===== src/verilog/bcs_pkg.sv =====
// Purpose: shared constants for the commutation sequencer
// Assumes: 10 MHz system clock
// Notes:   bit 0 of a drive pattern is output one
package bcs_pkg;

    // ==========================================
    // timing
    localparam int unsigned CLK_HZ        = 10_000_000;
    localparam int unsigned CHOP_FREQ_HZ  = 30_000;
    localparam int unsigned CHOP_CYC      = CLK_HZ / CHOP_FREQ_HZ;
    localparam int unsigned TACH_PULSE_NS = 10_000;
    localparam int unsigned TACH_CYC      = (TACH_PULSE_NS * (CLK_HZ / 1_000_000)) / 1_000;

    // ==========================================
    // register offsets
    localparam logic [3:0] REG_CTRL   = 4'h0;
    localparam logic [3:0] REG_DUTY   = 4'h1;
    localparam logic [3:0] REG_STATUS = 4'h2;

    // ==========================================
    // control fields
    localparam int CTRL_RUN   = 0;
    localparam int CTRL_FWD   = 1;
    localparam int CTRL_CS    = 2;
    localparam int CTRL_LATCH = 4;
    localparam int CTRL_FOUR  = 5;
    localparam int CTRL_TACH  = 6;
    localparam logic [7:0]  CTRL_RESET = 8'h02;
    localparam logic [15:0] DUTY_RESET = 16'h0000;

    // ==========================================
    // status fields
    localparam int STAT_HALL = 0;
    localparam int STAT_OC   = 3;
    localparam int STAT_BRK  = 4;
    localparam int STAT_EN   = 5;
    localparam int STAT_DRV  = 6;

    // ==========================================
    // drive patterns
    localparam logic [5:0] DRV_OFF   = 6'h07;
    localparam logic [5:0] DRV_BRAKE = 6'h3f;

    // sensor spacing selected by the code select pair
    typedef enum logic [1:0] {
        SPC_60, SPC_120, SPC_240, SPC_300
    } bcs_spacing_t;

endpackage


===== src/verilog/bcs_dec_if.sv =====
// Purpose: carries hall state to the decoder and drive pattern back from it
// Assumes: one clock domain
// Notes:   pattern is registered inside the decoder
`timescale 1ns/1ps
interface bcs_dec_if;
    logic [2:0] hall;
    logic [1:0] cs;
    logic       fwd;
    logic       four;
    logic [5:0] pattern;

    modport ctl (output hall, output cs, output fwd, output four, input pattern);
    modport dec (input hall, input cs, input fwd, input four, output pattern);
endinterface


===== src/verilog/bcs_decode.sv =====
// Purpose: hall code to six driver pattern decoder
// Assumes: hall inputs already synchronised
// Notes:   sinking outputs 1..3 active low, sourcing 4..6 active high
`timescale 1ns/1ps
module bcs_decode
(
    // clock and reset
    input wire logic clk_sys_in,
    input wire logic rst_n_in,
    // decoder link
    bcs_dec_if.dec   dec
);

    typedef struct packed {
        logic [5:0] pat;
    } bcs_dec_state_t;

    bcs_dec_state_t st_q;
    bcs_dec_state_t st_d;

    // ==========================================
    // hall code to step 0..5, 7 when invalid
    function automatic logic [2:0] bcs_step(input logic [2:0] h, input logic [1:0] cs);
        logic [2:0] s;
        s = 3'h7;
        case (cs)
            2'h0, 2'h3:
                case (h)
                    3'h1: s = 3'h0;
                    3'h3: s = 3'h1;
                    3'h7: s = 3'h2;
                    3'h6: s = 3'h3;
                    3'h4: s = 3'h4;
                    3'h0: s = 3'h5;
                    default: s = 3'h7;
                endcase
            default:
                case (h)
                    3'h1: s = 3'h0;
                    3'h3: s = 3'h1;
                    3'h2: s = 3'h2;
                    3'h6: s = 3'h3;
                    3'h4: s = 3'h4;
                    3'h5: s = 3'h5;
                    default: s = 3'h7;
                endcase
        endcase
        // wider spacings run the same steps in the other direction
        if (s != 3'h7 && cs[1])
            s = 3'h5 - s;
        return s;
    endfunction

    // ==========================================
    // sink leg and source leg for a step
    function automatic logic [5:0] bcs_pair(input logic [2:0] s, input logic fwd);
        logic [1:0] snk;
        logic [1:0] src;
        logic [1:0] t;
        logic [5:0] p;
        snk = 2'h0;
        src = 2'h0;
        case (s)
            3'h0: begin snk = 2'h2; src = 2'h1; end // RULE7
            3'h1: begin snk = 2'h2; src = 2'h0; end // RULE8
            3'h2: begin snk = 2'h1; src = 2'h0; end
            3'h3: begin snk = 2'h1; src = 2'h2; end
            3'h4: begin snk = 2'h0; src = 2'h2; end
            3'h5: begin snk = 2'h0; src = 2'h1; end
            default: begin snk = 2'h3; src = 2'h3; end
        endcase
        if (!fwd)
        begin
            t   = snk;
            snk = src;
            src = t;
        end
        p = bcs_pkg::DRV_OFF;
        if (snk != 2'h3)
        begin
            p[snk]          = 1'b0; // RULE10
            p[3 + 32'(src)] = 1'b1; // RULE10
        end
        return p;
    endfunction

    // ==========================================
    // four phase: one output at a time
    function automatic logic [5:0] bcs_four(input logic [1:0] h, input logic fwd);
        logic [5:0] p;
        p = bcs_pkg::DRV_OFF;
        case ({h, fwd})
            3'b001, 3'b110: p[0] = 1'b0; // RULE12
            3'b101, 3'b010: p[2] = 1'b0; // RULE13
            3'b111, 3'b000: p[3] = 1'b1; // RULE12
            3'b011, 3'b100: p[5] = 1'b1; // RULE13
            default: p = bcs_pkg::DRV_OFF;
        endcase
        return p;
    endfunction

    // pattern depends only on hall and the control bits, so it repeats each turn
    always_comb
    begin
        st_d = st_q;
        if (dec.four)
            st_d.pat = bcs_four({dec.hall[0], dec.hall[1]}, dec.fwd); // sensor one, then two
        else
            st_d.pat = bcs_pair(bcs_step(dec.hall, dec.cs), dec.fwd); // RULE9 RULE18
    end

    // state register
    always_ff @(posedge clk_sys_in)
    begin
        if (!rst_n_in)
            st_q.pat <= bcs_pkg::DRV_OFF;
        else
            st_q <= st_d;
    end

    assign dec.pattern = st_q.pat;

endmodule


===== src/verilog/bcs_sequencer.sv =====
// Purpose: brushless motor commutation sequencer with chopping
// Assumes: 10 MHz clock, sensor pins asynchronous to it
// Notes:   drive pins: bits 0..2 sink (low on), bits 3..5 source
//
// What this block does
// RULE1 - latched mode: trip clears enable flip-flop
// RULE2 - latched mode: re-enable on next saw edge
// RULE3 - plain mode: comparator gates drivers without storage
// RULE4 - overcurrent: sinks high, sources low
// RULE5 - brake beats overcurrent on every output
// RULE6 - brake: sinks off, all sources on
// RULE7 - 60 forward, hall 100: outputs 3,5
// RULE8 - 60 forward, hall 110: outputs 3,4
// RULE9 - hall sequence repeats each electrical turn
// RULE10 - one sink and one source per step
// RULE11 - four phase: selects low, hall 2,3 tied
// RULE12 - four phase table, one output each
// RULE13 - four phase hall 01: output 6/3
// RULE14 - single ended uses outputs 1,3,4,6
// RULE15 - feedback XORs hall inputs before detector
// RULE16 - falling edge gives fixed width pulse
// RULE17 - pin inputs synchronised before use
// RULE18 - code select picks spacing table
// RULE19 - sawtooth comparator chops outputs, full range
`timescale 1ns/1ps
module bcs_sequencer
#(
    parameter int unsigned CHOP_CYC = bcs_pkg::CHOP_CYC,
    parameter int unsigned TACH_CYC = bcs_pkg::TACH_CYC
)
(
    // clock and reset
    input  wire logic        clk_sys_in,
    input  wire logic        rst_n_in,

    // register port
    input  wire logic [3:0]  reg_addr_in,
    input  wire logic [15:0] reg_wdata_in,
    input  wire logic        reg_wr_in,
    input  wire logic        reg_rd_in,
    output logic      [15:0] reg_rdata_out,

    // motor pins
    input  wire logic [2:0]  hall_in,
    input  wire logic        overcurrent_in,
    input  wire logic        brake_in,

    // driver stage
    output logic      [5:0]  drv_out,

    // speed feedback
    output logic             tach_pulse_out
);

    // ==========================================
    // overview
    // pins pass two sync stages, then the decoder
    // and the gating, then one output register;
    // every output comes straight from a flip-flop
    // brake pattern 6'h3f: sinks off, sources on
    // off pattern 6'h07: sinks off, sources off
    // priority: brake, overcurrent, latched enable,
    // run and chop, then the hall pattern
    // brake and overcurrent reach drv_out after
    // three edges, a hall change after four, a
    // chop change after one
    // in latched mode the drive stays off for up
    // to one saw period after a trip has ended
    // tach_pulse_out marks each falling edge of
    // the chosen feedback level

    // ==========================================
    // state
    typedef struct packed {
        // pin synchroniser
        logic [4:0]  s1;      // first sync stage
        logic [4:0]  s2;      // second sync stage
        // speed feedback
        logic        fb_q;    // last feedback level
        logic [15:0] tach;    // feedback pulse timer
        logic        tpulse;
        // software registers
        logic [7:0]  ctrl;
        logic [15:0] duty;    // duty_threshold
        // chopping and drive
        logic [15:0] saw;     // sawtooth ramp
        logic        en;      // overcurrent enable flip-flop
        logic [5:0]  drv;
        // read data register
        logic [15:0] rdata;
    } bcs_state_t;

    bcs_state_t st_q;
    bcs_state_t st_d;

    // link to the hall decoder; its pattern is
    // registered, so a hall change reaches drv_out
    // one edge later than a brake or trip does
    // the modport keeps each signal's direction
    bcs_dec_if dif ();

    // ==========================================
    // decoder
    // hall pattern from the synced sensors
    bcs_decode u_dec
    (
        .clk_sys_in (clk_sys_in),
        .rst_n_in   (rst_n_in),
        .dec        (dif)
    );

    // ==========================================
    // synchronised views
    // every motor pin is asynchronous to the clock, so it
    // passes two flip-flops before any logic sees it;
    // only the second stage is read, the first one
    // feeds nothing but the second
    // a pulse shorter than one clock may be missed
    logic [2:0] hall_s;
    logic       oc_s;
    logic       brk_s;

    assign hall_s = st_q.s2[2:0];
    assign oc_s   = st_q.s2[3];
    assign brk_s  = st_q.s2[4];

    // control fields
    // run gates the pattern, brake works without it
    // fwd clear swaps the sink and source legs
    // latch picks the stored enable mode
    // four picks the one output at a time table
    // tsel picks the sensors of the feedback level
    logic       run;
    logic       fwd;
    logic [1:0] cs;
    logic       latch;
    logic       four;
    logic [1:0] tsel;

    assign run   = st_q.ctrl[bcs_pkg::CTRL_RUN];
    assign fwd   = st_q.ctrl[bcs_pkg::CTRL_FWD];
    assign cs    = st_q.ctrl[bcs_pkg::CTRL_CS +: 2];
    assign latch = st_q.ctrl[bcs_pkg::CTRL_LATCH];
    assign four  = st_q.ctrl[bcs_pkg::CTRL_FOUR];
    assign tsel  = st_q.ctrl[bcs_pkg::CTRL_TACH +: 2];

    // decoder inputs
    // synced hall and live control bits
    assign dif.hall = hall_s;
    assign dif.cs   = cs;
    assign dif.fwd  = fwd;
    assign dif.four = four;

    // ==========================================
    // sawtooth helpers
    // the ramp counts 0 .. CHOP_CYC-1 and wraps; the
    // wrap stands in for the rising saw edge that
    // re-arms the latched enable, so the drivers
    // re-enable at most once per chopping period
    // last ramp value
    localparam logic [15:0] SAW_LAST = 16'(CHOP_CYC - 1);
    // length of one feedback pulse
    localparam logic [15:0] TACH_LEN = 16'(TACH_CYC);

    logic saw_rise;
    logic chop_on;

    // wrap of the ramp is its rising edge
    assign saw_rise = (st_q.saw == SAW_LAST);
    // duty 0 never on, duty at period or above always on
    assign chop_on  = (st_q.saw < st_q.duty); // RULE19

    // ==========================================
    // feedback level from chosen sensors
    // two or three sensors are exclusive-ORed, so
    // one turn gives two or three falling edges
    // and the speed loop gains as much
    // select 3 falls back to sensor one alone
    function automatic logic bcs_fb(input logic [2:0] h, input logic [1:0] sel);
        logic f;
        case (sel)
            2'h1:    f = h[0] ^ h[1];
            2'h2:    f = h[0] ^ h[1] ^ h[2];
            default: f = h[0];
        endcase
        return f;
    endfunction

    logic fb_now;

    assign fb_now = bcs_fb(hall_s, tsel); // RULE15

    // ==========================================
    // status word
    // read only snapshot of the synced pins, the
    // enable flip-flop and the registered drive;
    // writes to it are ignored
    function automatic logic [15:0] bcs_status(input bcs_state_t s);
        logic [15:0] w;
        w = 16'h0000;
        w[bcs_pkg::STAT_HALL +: 3] = s.s2[2:0];
        w[bcs_pkg::STAT_OC]        = s.s2[3];
        w[bcs_pkg::STAT_BRK]       = s.s2[4];
        w[bcs_pkg::STAT_EN]        = s.en;
        w[bcs_pkg::STAT_DRV +: 6]  = s.drv;
        return w;
    endfunction

    // ==========================================
    // next state
    always_comb
    begin
        st_d = st_q;

        // two stages for every motor pin input
        st_d.s1 = {brake_in, overcurrent_in, hall_in}; // RULE17
        st_d.s2 = st_q.s1;                             // RULE17

        // sawtooth oscillator
        if (saw_rise)
        begin
            st_d.saw = 16'h0000;
        end
        else
        begin
            st_d.saw = st_q.saw + 16'h0001;
        end

        // enable flip-flop of the latched mode
        // the trip wins over the saw edge: the flip-flop
        // may not set again while overcurrent stands
        if (oc_s)
        begin
            st_d.en = 1'b0; // RULE1
        end
        else if (saw_rise)
        begin
            st_d.en = 1'b1; // RULE2
        end

        // output selection, brake first
        // brake shorts the windings even with run clear;
        // overcurrent forces the off pattern in both modes
        if (brk_s)
        begin
            st_d.drv = bcs_pkg::DRV_BRAKE; // RULE5 RULE6
        end
        else if (oc_s)
        begin
            st_d.drv = bcs_pkg::DRV_OFF;   // RULE3 RULE4
        end
        else if (latch && !st_q.en)
        begin
            st_d.drv = bcs_pkg::DRV_OFF;   // RULE1
        end
        else if (!run || !chop_on)
        begin
            st_d.drv = bcs_pkg::DRV_OFF;   // RULE19
        end
        else
        begin
            st_d.drv = dif.pattern;
        end

        // fixed width feedback pulse on falling edge
        // a new falling edge restarts the timer, so edges
        // closer than TACH_CYC merge into one pulse
        st_d.fb_q = fb_now;
        if (st_q.fb_q && !fb_now)
        begin
            st_d.tach   = TACH_LEN;        // RULE16
            st_d.tpulse = 1'b1;
        end
        else if (st_q.tach > 16'h0001)
        begin
            st_d.tach   = st_q.tach - 16'h0001;
            st_d.tpulse = 1'b1;
        end
        else
        begin
            st_d.tach   = 16'h0000;
            st_d.tpulse = 1'b0;
        end

        // register writes
        // status and unmapped indexes ignore writes
        if (reg_wr_in)
        begin
            case (reg_addr_in)
                bcs_pkg::REG_CTRL: st_d.ctrl = reg_wdata_in[7:0];
                bcs_pkg::REG_DUTY: st_d.duty = reg_wdata_in;
                default:           st_d.ctrl = st_q.ctrl;
            endcase
        end

        // read data only in the cycle after the strobe
        // and zero in every other cycle
        st_d.rdata = 16'h0000;
        if (reg_rd_in)
        begin
            case (reg_addr_in)
                bcs_pkg::REG_CTRL:   st_d.rdata = {8'h00, st_q.ctrl};
                bcs_pkg::REG_DUTY:   st_d.rdata = st_q.duty;
                bcs_pkg::REG_STATUS: st_d.rdata = bcs_status(st_q);
                default:             st_d.rdata = 16'h0000;
            endcase
        end
    end

    // ==========================================
    // state register
    // the enable flip-flop starts clear, so drive
    // in latched mode waits for the first saw wrap after reset
    // reset is synchronous and loads constants only
    always_ff @(posedge clk_sys_in)
    begin
        if (!rst_n_in)
        begin
            st_q.s1     <= 5'h00;
            st_q.s2     <= 5'h00;
            st_q.fb_q   <= 1'b0;
            st_q.tach   <= 16'h0000;
            st_q.tpulse <= 1'b0;
            st_q.ctrl   <= bcs_pkg::CTRL_RESET;
            st_q.duty   <= bcs_pkg::DUTY_RESET;
            st_q.saw    <= 16'h0000;
            st_q.en     <= 1'b0;
            st_q.drv    <= bcs_pkg::DRV_OFF;
            st_q.rdata  <= 16'h0000;
        end
        else
        begin
            st_q <= st_d;
        end
    end

    // ==========================================
    // outputs straight from flip-flops
    // no logic stands between st_q and the pins
    assign drv_out        = st_q.drv;
    assign tach_pulse_out = st_q.tpulse;
    assign reg_rdata_out  = st_q.rdata;

endmodule


===== config.mk =====
export PLATFORM = sky130hd
export DESIGN_NAME = bcs_sequencer
export DESIGN_NICKNAME = d
export VERILOG_FILES = /design/src/verilog/bcs_pkg.sv /design/src/verilog/bcs_dec_if.sv /design/src/verilog/bcs_decode.sv /design/src/verilog/bcs_sequencer.sv
export SDC_FILE = /design/constraint.sdc
export NUM_CORES = 1
export LEC_CHECK = 0
export BUFFER_PORTS_ARGS = -buffer_cell sky130_fd_sc_hd__buf_2
export CAP_MARGIN = 20
export CORE_MARGIN = 2
export CORE_UTILIZATION = 40
export DETAILED_ROUTE_END_ITERATION = 6
export GPL_ROUTABILITY_DRIVEN = 0
export SYNTH_ARGS = -nofsm -noshare
export SYNTH_HDL_FRONTEND = slang
export SYNTH_SLANG_ARGS = --single-unit

===== constraint.sdc =====
create_clock -name clk_sys_in -period 4.9 [get_ports clk_sys_in]
set_input_delay 0.245 -clock clk_sys_in [delete_from_list [all_inputs] [get_ports clk_sys_in]]
set_output_delay 0.245 -clock clk_sys_in [all_outputs]
set_load 0.02 [all_outputs]

After elaboration in Yosys (flattened, before gate mapping):

Index checks and enable logic that the tools add are counted.

* output and inout bits: 23
* word-level logic and storage cells: 123
* input port bits: 29
* register bits: 97

* reductions and logical operators: 34
* order comparisons: 6
* $add $sub $neg: 4
* muxes and demuxes: 30
* bitwise operators: 7
* equal/unequal tests: 27

Operators by type and width (number)
* $pmux W16 S3: 1
* $mux W6: 6
* $pmux W3 S6: 2
* $ge A32 B1 Y1 const B: 1
* $lt A32 B4 Y1 const B: 1
* $eq A3 B3 Y1 const B: 10
* $reduce_or A2 Y1: 13
* $eq A3 B2 Y1 const B: 6
* $add A16 B1 Y16 const B: 1
* $eq A16 B9 Y1 const B: 1
* $gt A16 B1 Y1 const B: 1
* $lt A16 B16 Y1: 1
* $mux W8: 2
* $sub A16 B1 Y16 const B: 1
* $mux W3: 4
* $pmux W2 S3: 2
* $eq A3 B1 Y1 const B: 3
* $logic_not A3 Y1: 3
* $mux W2: 4
* $mux W1: 6
* $or A3 B6 Y6: 1
* $reduce_and A2 Y1: 3
* $reduce_or A3 Y1: 2
* $logic_and A1 B1 Y1: 5
* other kinds (21): 28

Longest topological paths before layout:

* depth in word-level cells: 21
* depth in mapped cells: 19
* gate-level depth less buffers: 18

By module:

A second synthesis with hierarchy kept.

* cells, all modules: 565
* area, all modules: 4926.0 µm²

By module, submodules not included
* bcs_sequencer: cells each 463, times used 1, sequential area each 1821.7 µm², area each 4165.2 µm²
* bcs_decode: cells each 102, times used 1, sequential area each 120.1 µm², area each 760.7 µm²

Least setup slack after synthesis:

OpenSTA, ideal clock, no wires.

* kind: register -> register
* start point: register st_q (netlist bit cs[0])
* end point: register u_dec.st_q (netlist bit u_dec.dec.pattern[0])
* arrival time: 3.172 ns
* library setup time: 0.134 ns
* stages on the path, launching flop included: 20
* data required time: 4.766 ns
* setup slack: 1.595 ns
* period minus slack after synthesis: 3.305 ns
* buffers on the path: 2
* path through: dfxtp_1 -> buf_6 -> xnor2_2 -> nor3b_1 -> a211oi_1 -> buf_2 -> ha_1 -> inv_1 -> o2111a_1 -> and3_1 -> nor4_2 -> and2b_1 -> o22ai_1 -> ha_1 -> nand2_1 -> nand2_1 -> nor2_1 -> a21oi_1 -> o21ai_0 -> a31oi_1

* cells in the longest elaborated chain, start to end: 21
* elaborated cells on any way between the ends: 44
* those cells by class: add/sub (2); order compare (4); eq/ne (8); mux (16); bitwise (2); reduce/logical (12)

RTL lines
* start, declared: RTL line bcs_sequencer.sv:93 `bcs_state_t st_q;`
* start signal, assigned: RTL line bcs_sequencer.sv:333 `st_q <= st_d;`
* $eq A2 B2 Y1 / $logic_not A2 Y1 (equally long branches): RTL line bcs_decode.sv:26 `case (cs)`
* $reduce_or A2 Y1 (*): RTL line bcs_decode.sv:26
* $mux W3 (*): RTL line bcs_decode.sv:26
* $mux W3 (*): RTL line bcs_decode.sv:106 `if (dec.four)`
* parallel branches: the longest is 2 deep, another holds $sub A3 B3 Y3
* $mux W3 (*): RTL line bcs_decode.sv:49 `if (s != 3'h7 && cs[1])`
* $mux W3 (*): RTL line bcs_decode.sv:106
* $eq A3 B3 Y1, or another cell as far along: RTL line bcs_decode.sv:63 `case (s)`
* [... 4 more ...]
* $add A2 B2 Y3, or another cell as far along: RTL line bcs_decode.sv:82 `p[3 + 32'(src)] = 1'b1;`
* $ge A32 B1 Y1 (not written as such), or another cell as far along: RTL line bcs_decode.sv:82
* $logic_and A1 B1 Y1 (not written as such) / $mux W1 (equally long branches): RTL line bcs_decode.sv:82, bcs_decode.sv:81
* $mux W1 (not written as such) / $demux W1 S2 (equally long branches)
* $demux W1 S3 / $not A3 Y3 (equally long branches)
* $or A3 B6 Y6 (no source line)
* $mux W6 (*): RTL line bcs_decode.sv:79 `if (snk != 2'h3)`
* $mux W6 (*): RTL line bcs_decode.sv:106
* end signal, assigned: RTL line bcs_decode.sv:118 `st_q <= st_d;`
* end, declared: RTL line bcs_decode.sv:18 `bcs_dec_state_t st_q;`

Mark *: on every way between the ends. The select of a mux whose other input is x is not followed.
A chain may end at the register's enable or synchronous reset.

Worst setup path after layout:

* start point: register st_q (netlist bit dif.hall[1])
* end point: register u_dec.st_q (netlist bit u_dec.dec.pattern[0])

* cells in the longest elaborated chain, start to end: 21
* elaborated cells on any way between the ends: 55
* those cells by class: add/sub (2); order compare (4); eq/ne (16); mux (19); bitwise (2); reduce/logical (12)

RTL lines (RTL line)
* parallel branches: the longest is 20 deep, another holds $sub A3 B3 Y3
* $mux W6 (*): bcs_decode.sv:106

Marks and branches as above.

==> flow_summary.yaml <==
synth:
  synthCells: 576
  syn_nets: 635
  yosysUniqueCellTypes: 64
  yosysWarningCount: 0
  synth_flop_cell: "dfxtp_1"
  avgSynthCellArea_um2: 8.422
  ys_ff_latch: 97
  syn_area_um2: 4851
  synth-edff-count: 0
  ys_async_sr_fraction_pct: 0
  seq_area_frac_synth_pct: 40.03
detailed_routing:
  drt_first_pass_iters: 5
  vias: 3992
  via_per_inst: 5.330
  routedWlPerCell_um: 14.39
  drc: 0
  drtAntennaViolNets: 0
  drt_wl_total_mm: 10.78
  drt_iter0_markers: 234
timing:
  period_share_pct: 79.88
  grt_setup_unrepaired: "no"
  period_minus_slack_ns: 3.914
  holdWs_ns: 0.09814
  fin_skew_ns: 0.007918
  relSlewSlack_pct: 45.31
  tns_ns: 0
  setup_viol: 0
  timing.fmax_mhz: 255.5
  hold_violations: 0
  slew_violations: 0
  worst_pin_slew_ns: 0.8199
global_route:
  grt_pass1_wl_mm: 17.76
  grtUsageTotal_pct: 17.15
  grt_max_degree: 28
  grt.overflow.total: 0
  grt_pass1_vias: 3759
  antenna_found_initial: 0
job:
  max-cap-violations: 0
cts:
  numClockSinks: 97
  clk_pin_slew_ns: 0.07
  cts_tree: "built"
  clock_tree.root_cell: "clkbuf_16"
  clk_path_buf_depth: 2
  htreeDepth: 3
  clock_latency_ns: 0.35
  numCtsBuffers: 9
  ctsResizeCount: 0
  ctsHoldBuffers: 0
  postCtsSetupRepairBufs: 0
worst_setup_path:
  crit_type: "register to register"
  rr_endpoint: "u_dec.dec.pattern[0]$_SDFF_PN1_"
  critPathLaunch: "dif.hall[1]$_SDFF_PN0_"
  rrSetupSlack_ns: 0.99
  crit_arrival_ns: 4.19
  r2r_cells: 16
  timing.rr.start: "dif.hall[1]$_SDFF_PN0_"
  startpoint_type: "register"
  cp_max_fo: 15
  cp.required_ns: 5.17
  cp-endpoint: "u_dec.dec.pattern[0]$_SDFF_PN1_"
  crit_path_end_kind: "register"
floorplanning:
  start_util_pct: 40.72
  die_w_um: 114.1
  rows: 40
  core_um2: 11910
  io_pins: 52
  die_area_um2: 13020
  die-height_um: 114.1
worst_hold_path:
  hold_class: "input pin to register"
  whs_path_depth: 2
layout:
  final_layout_size_suffix_gt1_share_pct: 14.29
  antenna_cells: 0
  syn2layout_area_growth_pct: 11.32
  final_common_cell: "dfxtp_1"
  layout_common_cells: "97 x dfxtp_1, 70 x nand2_1, 63 x nor2_1"
  nets: 656
  n_fill_cell: 1193
power:
  power_w: 0.002013
  p_per_area_nw_per_um2: 372.7
  p_leak_nw: 2.228
  vdd_drop_max_uv: 200.6
placement:
  place.port_buffers: 51
  hpwl_mm: 8.078
status:
  status: "complete, no violations"
-- worst min-delay path by stage --
| stage | startpoint | end | slack (ns) |
|---|---|---|---|
| after floorplan | hall_in[0] | st_d[81]$_SDFF_PN0_ | 0.37 |
| after global placement | st_d[84]$_SDFF_PN0_ | oc_s$_SDFF_PN0_ | 0.42 |
| after detailed placement | st_d[82]$_SDFF_PN0_ | dif.hall[1]$_SDFF_PN0_ | 0.42 |
| after CTS | hall_in[2] | st_d[83]$_SDFF_PN0_ | 0.09 |
| after global routing | hall_in[2] | st_d[83]$_SDFF_PN0_ | 0.10 |
| final | hall_in[2] | st_d[83]$_SDFF_PN0_ | 0.1 |
-- where the power goes --
group	switching [W]	total (W)	internal [W]
Clock	0.000314	0.000757	0.000443
Combinational	0.000209	0.000366	0.000157
Sequential	0.0000464	0.000890	0.000844
Total	0.000569	0.00201	0.00144
-- cell type report --
class                           count  area, um2  area share, %
Multi-Input combinational cell    400       2536          46.96
Sequential cell                    97       1942          35.96
Timing Repair Buffer               55      285.3          5.283
Clock buffer                       12      266.5          4.935
Tap cell                          147      183.9          3.406
Inverter                           34      127.6          2.363
Clock inverter                      4      58.81          1.089
-- Yosys cell counts, types with 4 or more instances --
master     n  area share (%)
a211oi_1   4            0.62
a21o_1     9             1.4
a21oi_1   44             4.5
a222oi_1   8             1.7
a22oi_1    4            0.62
and2_1    16             2.1
and3_1     8             1.0
buf_4     23             3.6
clkbuf_1  19             1.5
dfxtp_1   97              40
ha_1      30             7.7
inv_1     33             2.6
nand2_1   70             5.4
nand2b_1   7            0.90
nand3_1   20             2.1
nand4_1    8             1.0
nor2_1    63             4.9
nor3_1     8            0.83
nor4_1     4            0.52
o2111a_1   4            0.93
o21a_1     6            0.93
o21ai_0    9            0.93
or3_1      6            0.77
xnor2_1   14             2.5
xor2_1    12             2.2
-- flip-flops by register name, indices dropped and copies added, names as in the netlist, 2 cells and up --
signal,cells
dif.hall,3
u_dec.dec.pattern,6
drv_out,6
reg_rdata_out,16
st_d,5
st_q,52
cs,2
-- stage by stage --
| stage | area (um2) | std cells | utilization [%] | setup WS (ns) |
|---|---|---|---|---|
| global route | 5400 | 749 | 45.34 | 0.7082 |
| detailed placement | 5067 | 732 | 42.54 | 1.070 |
| CTS | 5393 | 748 | 45.27 | 1.033 |
| global placement | 5067 | 732 | 42.54 | 1.311 |
| finish | 5400 | 749 | 45.34 | 0.9860 |
| floorplan | 4851 | 576 | - | 1.595 |
-- critical path, stage by stage, from the launching register on --
cell	delay (ns)
dfxtp_1	0.65
inv_1	0.24
ha_1	0.28
or3_1	0.36
a21boi_1	0.20
a221oi_2	0.14
and4b_1	0.22
nor4_2	0.38
and2b_1	0.22
o22ai_1	0.14
ha_1	0.36
nand2_1	0.08
nand2_1	0.10
nor2_1	0.06
a21oi_1	0.14
o21ai_0	0.11
a31oi_1	0.18
-- per-layer routing --
layer | track usage (%) | part of all wire (%) | up-vias
li1 | - | - | 2002
met1 | 21.21 | 45 | 1885
met2 | 29.64 | 49 | 91
met3 | 3.970 | 3.9 | 14
met4 | 5.366 | 2.1 | 0
met5 | 0 | 0 | -
-- kinds of logic (layout without fill, tap and decap cells) --
family | count (synthesis) | after routing | share of synthesized area [%]
simple gates | 228 | 228 | 22.39
mux | 2 | 2 | 0.4385
compound gates | 113 | 113 | 16.30
fa+ha+maj | 30 | 30 | 7.738
xor+xnor | 27 | 27 | 5.030
buf+inv | 79 | 105 | 8.073
flops | 97 | 97 | 40.03
No activity file was read; power rests on OpenSTA's default activity.
